File: config.mk
export PLATFORM = sky130hd
export DESIGN_NAME = dac_host_port
export DESIGN_NICKNAME = d
export VERILOG_FILES = /design/src/logic/dac_host_port.v
export VERILOG_INCLUDE_DIRS = /design/src /design/src/logic
export SDC_FILE = /design/constraint.sdc
export NUM_CORES = 2
export LEC_CHECK = 0
export BUFFER_PORTS_ARGS = -buffer_cell sky130_fd_sc_hd__buf_2
export CORE_MARGIN = 4
export CORE_UTILIZATION = 40
export CTS_CLUSTER_SIZE = 14
export DETAILED_ROUTE_END_ITERATION = 16
export GPL_TIMING_DRIVEN = 0
export HOLD_SLACK_MARGIN = 0.02
export PLACE_DENSITY = 0.57
export SLEW_MARGIN = 20
export SYNTH_ARGS = -nofsm -noshare
export SYNTH_HDL_FRONTEND = slang
export SYNTH_SLANG_ARGS = --single-unit
export TNS_END_PERCENT = 5
File: constraint.sdc
create_clock -name ref_clk -period 3.7 [get_ports ref_clk]
set_input_delay 0.185 -clock ref_clk [delete_from_list [all_inputs] [get_ports ref_clk]]
set_output_delay 0.185 -clock ref_clk [all_outputs]
set_load 0.02 [all_outputs]
File: src/logic/dac_port_map.vh
// field positions, mode codes and counts of the host serial/parallel port
`ifndef DAC_PORT_MAP_VH
`define DAC_PORT_MAP_VH

`define MODE_ACQ        2'h0
`define MODE_DAC        2'h1
`define MODE_ACQ_RB     2'h2
`define MODE_RB         2'h3

`define HDR_BITS        5'h0A
`define DAC_BITS        5'h18
`define RB_BITS         5'h0E

`define HDR_MODE_HI     9
`define HDR_MODE_LO     8
`define HDR_CAL         7
`define HDR_OFFS        6
`define HDR_TEST        5
`define HDR_ADDR_HI     4

`define CODE_W          14
`define OFFSET_CHAN     6'h20
`define NUM_CHAN        33
`define CODE_RESET      14'h0000

`define ST_IDLE         2'h0
`define ST_SHIFT_IN     2'h1
`define ST_SHIFT_OUT    2'h2
`define ST_DONE         2'h3

`endif

File: src/logic/dac_host_port.v
// host-facing serial and parallel control port with dac code registers
`timescale 1ns/1ns
// What this block does
// - first two serial bits pick mode: acquire, dac load, acquire+read, read
// - dac load frame is 24 bits msb first; host spaces loads 400 ns
// - other modes send a 10-bit header; after a read mode the next frame returns 14-bit code
// - dac load with broadcast bit loads all zeros or ones into the 32 channels, offset channel kept
// - acquire with broadcast bit makes all 32 channels acquire together
// - offset-select bit targets offset channel, address bits ignored
// - five-bit address, msb first, picks one of 32 channels
// - 14 code bits land in the dac register only in dac load mode
// - works with serial clock free-running or only in frames
// - frame-select fall clears bit count; later edges ignored until done
// - after the full count, serial clocks ignored until new frame fall
// - readback: first rising clock enables output, each rise drives a bit
// - readback output released on falling edge of fourteenth clock
// - data in sampled on falling clocks after frame fall; ignored on read
// - nothing shifts before a frame-select falling edge
// - strap low: parallel acquire-only interface, serial disabled
// - parallel: select shares frame pin; address taken at write rise
// - parallel offset select addresses offset channel, ignores address
// - parallel broadcast makes all 32 channels acquire together
`include "dac_port_map.vh"

module dac_host_port #(
  parameter CODE_W = `CODE_W
) (
  // clock, reset, enable
  input  wire                ref_clk,
  input  wire                rst,
  input  wire                clk_en,
  // pins from the host
  input  wire                interface_select_strap,
  input  wire                frame_sel_n,
  input  wire                sclk,
  input  wire                sdin,
  output wire                sdout,
  output wire                sdout_oe_n,
  input  wire                wr_n,
  input  wire [4:0]          channel_address,
  input  wire                offset_sel,
  input  wire                broadcast,
  // command stream to the analog core
  output wire                cmd_valid,
  input  wire                cmd_ready,
  output wire [1:0]          cmd_mode,
  output wire [5:0]          cmd_channel,
  output wire                cmd_broadcast,
  output wire [CODE_W-1:0]   dac_code_bits,
  output wire                accept_ready,
  // acquisition results from the analog core
  input  wire                acq_wr,
  input  wire [5:0]          acq_chan,
  input  wire [CODE_W-1:0]   acq_code,
  // local register read port
  input  wire [5:0]          rd_chan,
  output reg  [CODE_W-1:0]   rd_code
);

  localparam ENT_W = 2 + 6 + 1 + CODE_W;

  // channel index from address and offset select
  function [5:0] chan_of;
    input       offs;
    input [4:0] addr;
    begin
      chan_of = offs ? `OFFSET_CHAN : {1'b0, addr};
    end
  endfunction

  // pin synchronisers: stage a is read only by stage b
  reg  [6:0] sync_a_reg;
  reg  [6:0] sync_b_reg;
  reg  [6:0] sync_c_reg;
  wire [6:0] pins_in;
  assign pins_in = {interface_select_strap, frame_sel_n, sclk, sdin, wr_n,
                    offset_sel, broadcast};

  always @(posedge ref_clk) begin
    if (rst) begin
      // sclk idles low, so it resets low: no false edge after reset
      sync_a_reg <= 7'h6F;
      sync_b_reg <= 7'h6F;
      sync_c_reg <= 7'h6F;
    end else if (clk_en) begin
      sync_a_reg <= pins_in;
      sync_b_reg <= sync_a_reg;
      sync_c_reg <= sync_b_reg;
    end
  end

  // address lines only matter at the write strobe; still synchronised
  reg [4:0] addr_a_reg;
  reg [4:0] addr_b_reg;
  always @(posedge ref_clk) begin
    if (rst) begin
      addr_a_reg <= 5'h00;
      addr_b_reg <= 5'h00;
    end else if (clk_en) begin
      addr_a_reg <= channel_address;
      addr_b_reg <= addr_a_reg;
    end
  end

  wire strap_s  = sync_b_reg[6];
  wire frame_s  = sync_b_reg[5];
  wire din_s    = sync_b_reg[3];
  wire offs_s   = sync_b_reg[1];
  wire bcast_s  = sync_b_reg[0];
  wire frame_fall = sync_c_reg[5] & ~frame_s;
  wire sclk_fall  = sync_c_reg[4] & ~sync_b_reg[4];
  wire sclk_rise  = ~sync_c_reg[4] & sync_b_reg[4];
  wire wr_rise    = ~sync_c_reg[2] & sync_b_reg[2];

  // dac code registers, index 32 is the offset channel
  reg [CODE_W-1:0] dac_mem [0:`NUM_CHAN-1];

  // serial engine
  reg  [1:0]        state_reg;
  reg  [4:0]        count_reg;
  reg  [23:0]       shift_reg;
  reg  [CODE_W-1:0] rb_shift_reg;
  reg               rb_pend_reg;
  reg  [5:0]        rb_chan_reg;
  reg               sdout_reg;
  reg               oe_n_reg;
  reg               push_reg;
  reg  [ENT_W-1:0]  push_data_reg;

  wire [23:0] shift_next = {shift_reg[22:0], din_s};
  wire [4:0]  count_next = count_reg + 5'h01;
  wire [9:0]  hdr10      = shift_next[9:0];
  wire [9:0]  hdr24      = shift_next[23:14];
  wire [1:0]  mode10     = {hdr10[`HDR_MODE_HI], hdr10[`HDR_MODE_LO]};
  wire        in_ready;

  assign sdout      = sdout_reg;
  assign sdout_oe_n = oe_n_reg;

  integer i;

  always @(posedge ref_clk) begin
    if (rst) begin
      state_reg     <= `ST_IDLE;
      count_reg     <= 5'h00;
      shift_reg     <= 24'h000000;
      rb_shift_reg  <= `CODE_RESET;
      rb_pend_reg   <= 1'b0;
      rb_chan_reg   <= 6'h00;
      sdout_reg     <= 1'b0;
      oe_n_reg      <= 1'b1;
      push_reg      <= 1'b0;
      push_data_reg <= {ENT_W{1'b0}};
      rd_code       <= `CODE_RESET;
      for (i = 0; i < `NUM_CHAN; i = i + 1) begin
        dac_mem[i] <= `CODE_RESET;
      end
    end else if (clk_en) begin
      push_reg <= 1'b0;
      rd_code  <= dac_mem[rd_chan];
      // analog core writes its converted code back
      if (acq_wr) begin
        dac_mem[acq_chan] <= acq_code;
      end
      if (strap_s == 1'b0) begin
        // serial side held idle while parallel selected
        state_reg   <= `ST_IDLE;
        oe_n_reg    <= 1'b1;
        rb_pend_reg <= 1'b0;
        // address taken at write strobe rise with select low
        if (wr_rise && !frame_s) begin
          push_reg      <= 1'b1;
          push_data_reg <= {`MODE_ACQ, chan_of(offs_s, addr_b_reg),
                            bcast_s, `CODE_RESET};
        end
      end else begin
        case (state_reg)
          `ST_IDLE, `ST_DONE: begin
            // sclk ignored here; only a frame fall restarts
            // free-running or gated sclk both harmless here
            if (frame_fall) begin
              count_reg <= 5'h00;
              if (rb_pend_reg) begin
                rb_shift_reg <= dac_mem[rb_chan_reg];
                state_reg    <= `ST_SHIFT_OUT;
              end else begin
                state_reg <= `ST_SHIFT_IN;
              end
            end
          end
          `ST_SHIFT_IN: begin
            // frame edges ignored until the count completes
            if (sclk_fall) begin
              shift_reg <= shift_next;
              count_reg <= count_next;
              if (count_next == `HDR_BITS && mode10 != `MODE_DAC) begin
                state_reg     <= `ST_DONE;
                rb_pend_reg   <= mode10[1];
                rb_chan_reg   <= chan_of(hdr10[`HDR_OFFS],
                                         hdr10[`HDR_ADDR_HI:0]);
                push_reg      <= ~mode10[1] | ~mode10[0];
                push_data_reg <= {mode10,
                                  chan_of(hdr10[`HDR_OFFS],
                                          hdr10[`HDR_ADDR_HI:0]),
                                  hdr10[`HDR_CAL], `CODE_RESET};
              end else if (count_next == `DAC_BITS) begin
                state_reg   <= `ST_DONE;
                rb_pend_reg <= 1'b0;
                // code only used in dac load mode
                if (hdr24[`HDR_CAL]) begin
                  // broadcast level follows code msb
                  for (i = 0; i < `NUM_CHAN - 1; i = i + 1) begin
                    dac_mem[i] <= {CODE_W{shift_next[CODE_W-1]}};
                  end
                end else begin
                  dac_mem[chan_of(hdr24[`HDR_OFFS],
                                  hdr24[`HDR_ADDR_HI:0])]
                    <= shift_next[CODE_W-1:0];
                end
                push_reg      <= 1'b1;
                push_data_reg <= {`MODE_DAC,
                                  chan_of(hdr24[`HDR_OFFS],
                                          hdr24[`HDR_ADDR_HI:0]),
                                  hdr24[`HDR_CAL], shift_next[CODE_W-1:0]};
              end
            end
          end
          `ST_SHIFT_OUT: begin
            // data in ignored during readback
            if (sclk_rise) begin
              oe_n_reg     <= 1'b0;
              sdout_reg    <= rb_shift_reg[CODE_W-1];
              rb_shift_reg <= {rb_shift_reg[CODE_W-2:0], 1'b0};
            end else if (sclk_fall) begin
              count_reg <= count_next;
              if (count_next == `RB_BITS) begin
                oe_n_reg    <= 1'b1;
                rb_pend_reg <= 1'b0;
                state_reg   <= `ST_DONE;
              end
            end
          end
          default: begin
            state_reg <= `ST_IDLE;
          end
        endcase
      end
    end
  end

  // two-entry command buffer; a word arriving while both slots are full is dropped
  reg  [ENT_W-1:0] slot0_reg;
  reg  [ENT_W-1:0] slot1_reg;
  reg              v0_reg;
  reg              v1_reg;
  wire             pop  = v0_reg & cmd_ready;
  wire             push = push_reg & in_ready;

  assign in_ready      = ~v1_reg;
  assign accept_ready  = ~v1_reg;
  assign cmd_valid     = v0_reg;
  assign cmd_mode      = slot0_reg[ENT_W-1:ENT_W-2];
  assign cmd_channel   = slot0_reg[ENT_W-3:CODE_W+1];
  assign cmd_broadcast = slot0_reg[CODE_W];
  assign dac_code_bits = slot0_reg[CODE_W-1:0];

  always @(posedge ref_clk) begin
    if (rst) begin
      slot0_reg <= {ENT_W{1'b0}};
      slot1_reg <= {ENT_W{1'b0}};
      v0_reg    <= 1'b0;
      v1_reg    <= 1'b0;
    end else if (clk_en) begin
      if (pop) begin
        if (v1_reg) begin
          slot0_reg <= slot1_reg;
          v1_reg    <= push;
          if (push) begin
            slot1_reg <= push_data_reg;
          end
        end else begin
          v0_reg <= push;
          if (push) begin
            slot0_reg <= push_data_reg;
          end
        end
      end else if (push) begin
        if (!v0_reg) begin
          slot0_reg <= push_data_reg;
          v0_reg    <= 1'b1;
        end else begin
          slot1_reg <= push_data_reg;
          v1_reg    <= 1'b1;
        end
      end
    end
  end

endmodule // dac_host_port

### Word level (Yosys, flattened, before mapping)

Memories as Yosys holds them, arrays and structs flattened. A register that Yosys moved wholly into a read port is not among the register bits.
Cells that the tools add are included.
Widths: inputs -> output; s select.

* memories: 1
* flip-flop bits (word level): 153
* bits of input ports: 43
* memory bits (writable): 462
* bits in read-only memories: 0
* latch bits: 0

* divide/modulo/power cells: 0
* reduce and logical (&&, ||, !) cells: 25
* eq/ne operators: 60
* add/subtract/negate cells: 1
* multiplexer cells: 126
* bitwise gates (word level): 145
* magnitude comparators: 0
* shifts and indexed selects: 0
* multiply operators: 0

Memory list
* dac_mem: depth 33, bits a word 14, rd ports 2, clocked after memory_dff 2, wr ports 33, RTL line dac_host_port.v:116 `` reg [CODE_W-1:0] dac_mem [0:`NUM_CHAN-1]; ``

Operators with widths (count)
* $mux 14: 37
* $mux 23: 15
* $eq 6x6->1 const B: 32
* $and 1x1->1: 72
* $mux 1: 51
* $mux 6: 7
* $not 1->1: 40
* $or 1x1->1: 33
* $pmux 14 s2: 1
* $reduce_or 14->1: 2
* $reduce_and 4->1: 6
* $mux 2: 9
* $mux 5: 3
* $ne 3x3->1 const B: 5
* $pmux 5 s3: 1
* $reduce_and 7->1: 2
* $ne 2x2->1 const B: 6
* $ne 3x1->1 const B: 4
* $eq 5x4->1 const B: 2
* $ne 2x1->1 const B: 5
* $reduce_and 5->1: 2
* $reduce_bool 2->1: 5
* $eq 6x6->1: 1
* $pmux 2 s3: 1
* 12 further kinds: 15

### Logic depth before layout (Yosys ltp)

* word-level depth: 47
* depth in mapped cells: 12
* gate-level depth less buffers: 8

### Worst setup path before layout

OpenSTA, ideal clock, no wires.

* kind: reg-to-reg
* from: reg count_reg[0]
* to: mem dac_mem[17][0] (netlist bit), enable pin
* setup time: 0.392 ns
* arrival time: 3.001 ns
* period minus slack after synthesis: 3.394 ns
* required time: 3.308 ns
* cell stages (with the launch flop): 11
* setup slack: 0.306 ns
* cell sequence: dfxtp_1 ha_1 buf_2 and3_1 buf_2 and2b_1 a22oi_2 or4_1 clkbuf_1 buf_2 o221ai_1

RTL lines
* start: declaration: RTL line dac_host_port.v:120 `reg [4:0] count_reg;`
* start signal: assignment: RTL line dac_host_port.v:195 `count_reg <= count_next;`
* start signal: assignment: RTL line dac_host_port.v:235 `count_reg <= count_next;`
* end: declaration: RTL line dac_host_port.v:116

==> impl_results.md <==
- Result of the run: finished, violations left
- Violations in the final reports: negative setup slack
- Mux cell area share after synthesis: approximately 18%
- Power density over the cells: 424.0 nW/um^2
- Area leader, netlist: edfxtp_1
- Combined buffer and inverter count along the critical path: 3
- Seq/Total Area, Yosys: approximately half
- Post-synthesis cell count: 5253
- Number of antenna-violating nets in the routed design: 0
- CP Launch Type: flop
- Area fraction of the dominant cell type after synthesis: a little under half
- Destination of the worst register-to-register timing path: rb_shift_reg[10]
- Share of synthesized registers carrying an async set or reset: 0%
- Synth unique cells: 78
- Antenna violations before repair: 17
- Path length in cells of the critical path: 7
- Peak-usage layer in the global routing report: met2
- MaxCap Viol Count: 0
- Biggest register: dac_mem
- Register bit count reported by yosys: 1066
- Classification of the worst-slack hold path: input pin to flop
- Prevailing post-synth register cell: edfxtp_1
- Met1 Resource Use GR: 48.37%
- DRC violation count after routing: 0
- Commonest cells in the synthesized netlist: edfxtp_1, clkbuf_1, mux2i_1, a22oi_1, a21oi_1
- Boundary pin count: 84
- # H-tree levels: 3
- Compound-cell area share of the yosys netlist: around 14%
- Fmax: 256.8 MHz
- Post-synthesis net count: around 5300
- Critical path data required time: about 4.4 ns
- Library cell contributing the largest single delay on the critical path: dfxtp_2
- Sink Count: between 1000 and 1500
- Share of cells above drive strength 1: 18.40%
- Vias post-DR: 52410
- DR pass1 iterations: 7
- Transition time at the pin with the least slew margin: 1.345 ns
- Cell with the most instances after synthesis: edfxtp_1
- Placement row count: 141
- Largest voltage drop on the vdd net: 0.0004032 V
- Worst-case hold slack: a little over 0.09 ns
- Met2 track utilization from global routing: 52.82%
- Largest family of logic cells by synthesized area: multiplexers
- Area inside the core boundary: 147800 um^2
- Area of the die: 155100 um^2
- Static leakage: 22.66 nW
- Syn-to-layout area delta: 14.47%
- FF-to-FF setup slack: -0.19 ns
- Fin crit period: 3.894 ns
- Routed wire length: 305900 um
- Clock transition at the registers of the reported paths: about 0.07 ns
- Worst slew margin relative to its limit: approximately a tenth
- First-pass GRT wire length: ~410000 um
- IO Port Bufs: 76
- Fin nets: 5588
- Adder and majority gate portion of the synthesized area: 0.1050%
- Cell area after technology mapping: 59560 um^2
- Type of destination of the critical path: flop
- Pin count of the biggest net entering global routing: 19
- Leftover overflow at the end of global routing: 0
- Avg Synthesized Cell Area: 11.34 um^2
- Cells along the critical path: buf_2 -> buf_2 -> buf_2 -> mux4_2 -> a22oi_1 -> nand3_1 -> o311a_1
- Wire length per cell after detailed routing: 40.30 um
- Count of placed standard cells including taps: 7317
- Number of buffers inserted during clock tree synthesis: 120
- TritonCTS clock tree: built
- Met3 Use GR: between 10% and 20%
- Critical path peak fanout: 10
- Die Height: 393.9 um
- Total of endpoints with negative setup slack in the final report: 41
- Yosys warning total: 0
- Final RePlAce weighted congestion: 1.129
- Final worst-path setup slack: -0.1935 ns
- Maximum number of buffers from clock root to sink: 3
- Register-to-Register Path Depth: 7
- Main area contributors after synthesis: edfxtp_1, mux4_2, mux2i_1, dfxtp_1, clkbuf_1
- Final core occ: 46.12%
- WS Path Type: flop to flop
- Number of flip-flops in the largest register: between 800 and 900
- Effective utilization at floorplan: 40.29%
- Number of global-route vias before repair: just under 50000
- Later-pin clock latency in the skew report: about 0.82 ns
- DPL Wire Length: around 230000 um
- Number of max-slew violations in the final report: 0
- Synthesized-area fraction occupied by and/or/nand/nor cells: 9.761%
- Fin cells: approximately 7600
- Capture point of the critical path: rb_shift_reg[10]
- Die width: 393.9 um
- Number of flops mapped to enable cells by yosys: 896
- Library cell appearing most often on the critical path: buf_2
- Synthesized-area fraction occupied by xor and xnor cells: 0.04412%
- Crit path arrival time: 4.58 ns
- RSZ-0062 raised after global routing: yes
- Startpoint of the worst hold path: acq_code[13]
- Iter 0 DRT Violations: 9357
- Average vias per placed instance: about 6.9
- Number of hold violations in the final report: 0
- Final period util: 105.2%
- Worst-case clock skew: 0.08331 ns
- Largest stage delay on the critical path: 0.65 ns
- Top delay family on crit path: buffers and inverters
- CTS root buf: clkbuf_16
- GR Util All Layers: a little under two fifths
logic make-up (layout without fill, tap and decap cells):
kind of cell             Yosys count  after routing
AO/OA/AOI/OAI                   1299           1299
AND/OR/NAND/NOR                 1152           1152
flip-flops                      1066           1066
buffers and inverters           1053           1446
multiplexers                     675            675
adder cells (fa/ha/maj)            5              5
XOR/XNOR                           3              3
other                              0             15
area by class of cell:
class,instances,area (um^2)
Fill cell,13740,79660
Sequential cell,1066,30320
Multi-Input combinational cell,3134,25450
Buffer,1025,4239
Clock buffer,164,3490
Tap cell,1930,2415
Timing Repair Buffer,167,1356
Clock inverter,64,773.2
Inverter,26,97.59
Antenna cell,15,37.54
worst register-to-register path: stages (launching register included):
cell	delay, ns
dfxtp_2	0.65
buf_2	0.55
buf_2	0.49
buf_2	0.65
mux4_2	0.43
a22oi_1	0.47
nand3_1	0.22
o311a_1	0.36
per-layer routing:
| metal | up-vias | part of all wire [%] |
|---|---|---|
| met4 | 6 | 9.2 |
| met1 | 26270 | 36 |
| met5 | - | 0.012 |
| met2 | 4628 | 41 |
| li1 | 20440 | - |
| met3 | 1067 | 15 |
worst min-delay path by stage:
| stage | to | depth (start not counted) |
|---|---|---|
| 6_report | dac_mem[40][13] | 2 |
| 5_1_grt | dac_mem[56][13] | 2 |
| 4_1_cts | dac_mem[40][13] | 2 |
| 3_5_place_dp | sync_a_reg[0] | 3 |
| 3_3_place_gp | sync_a_reg[2] | 3 |
| 2_1_floorplan | v1_reg | 1 |
repair_timing:
action                                  in CTS  in global routing
resized for setup                           75                 48
setup buffers                                5                  2
endpoints found under the hold margin       45                  0
hold buffers                                26                  0
endpoints found under the setup margin     538                312
pin swaps                                    4                  2
power by group:
part / switching (mW) / internal, mW / total (mW)
Clock: 5.50 / 7.54 / 13.0
Combinational: 1.66 / 0.715 / 2.38
Sequential: 0.229 / 13.3 / 13.5
cells in the final DEF, fill, tap and decap left out, drive strengths merged, types with 15 or more instances in the layout:
master	Yosys	final
o211ai	18	18
nor3	174	174
and2	26	26
clkinv	1	44
a21oi	328	328
o31ai	60	60
dfxtp	170	170
o311ai	32	32
mux2i	369	369
diode	0	15
mux4	306	306
nor2b	86	86
a211oi	52	52
a221o	118	118
clkbuf	863	1035
inv	25	30
nand2	309	309
buf	164	295
nor2	260	260
a22oi	331	331
edfxtp	896	896
o21ai	303	303
and3	21	21
nand3	151	151
dlygate4sd3	0	26
nand4	50	50
metrics by stage:
step	area (um^2)	TNS, ns	power, mW	setup slack (ns)
6_report	68180	-2.474	28.91	-0.1935
3_3_place_gp	62350	-820.65	15.87	-1.382
2_1_floorplan	59560	0	14.80	0.3061
5_1_grt	68140	-2.755	29.35	-0.1056
3_5_place_dp	63240	-403.76	15.93	-1.391
4_1_cts	68000	-0.04997	28.68	-0.02460
No activity file was read; power rests on OpenSTA's default activity.
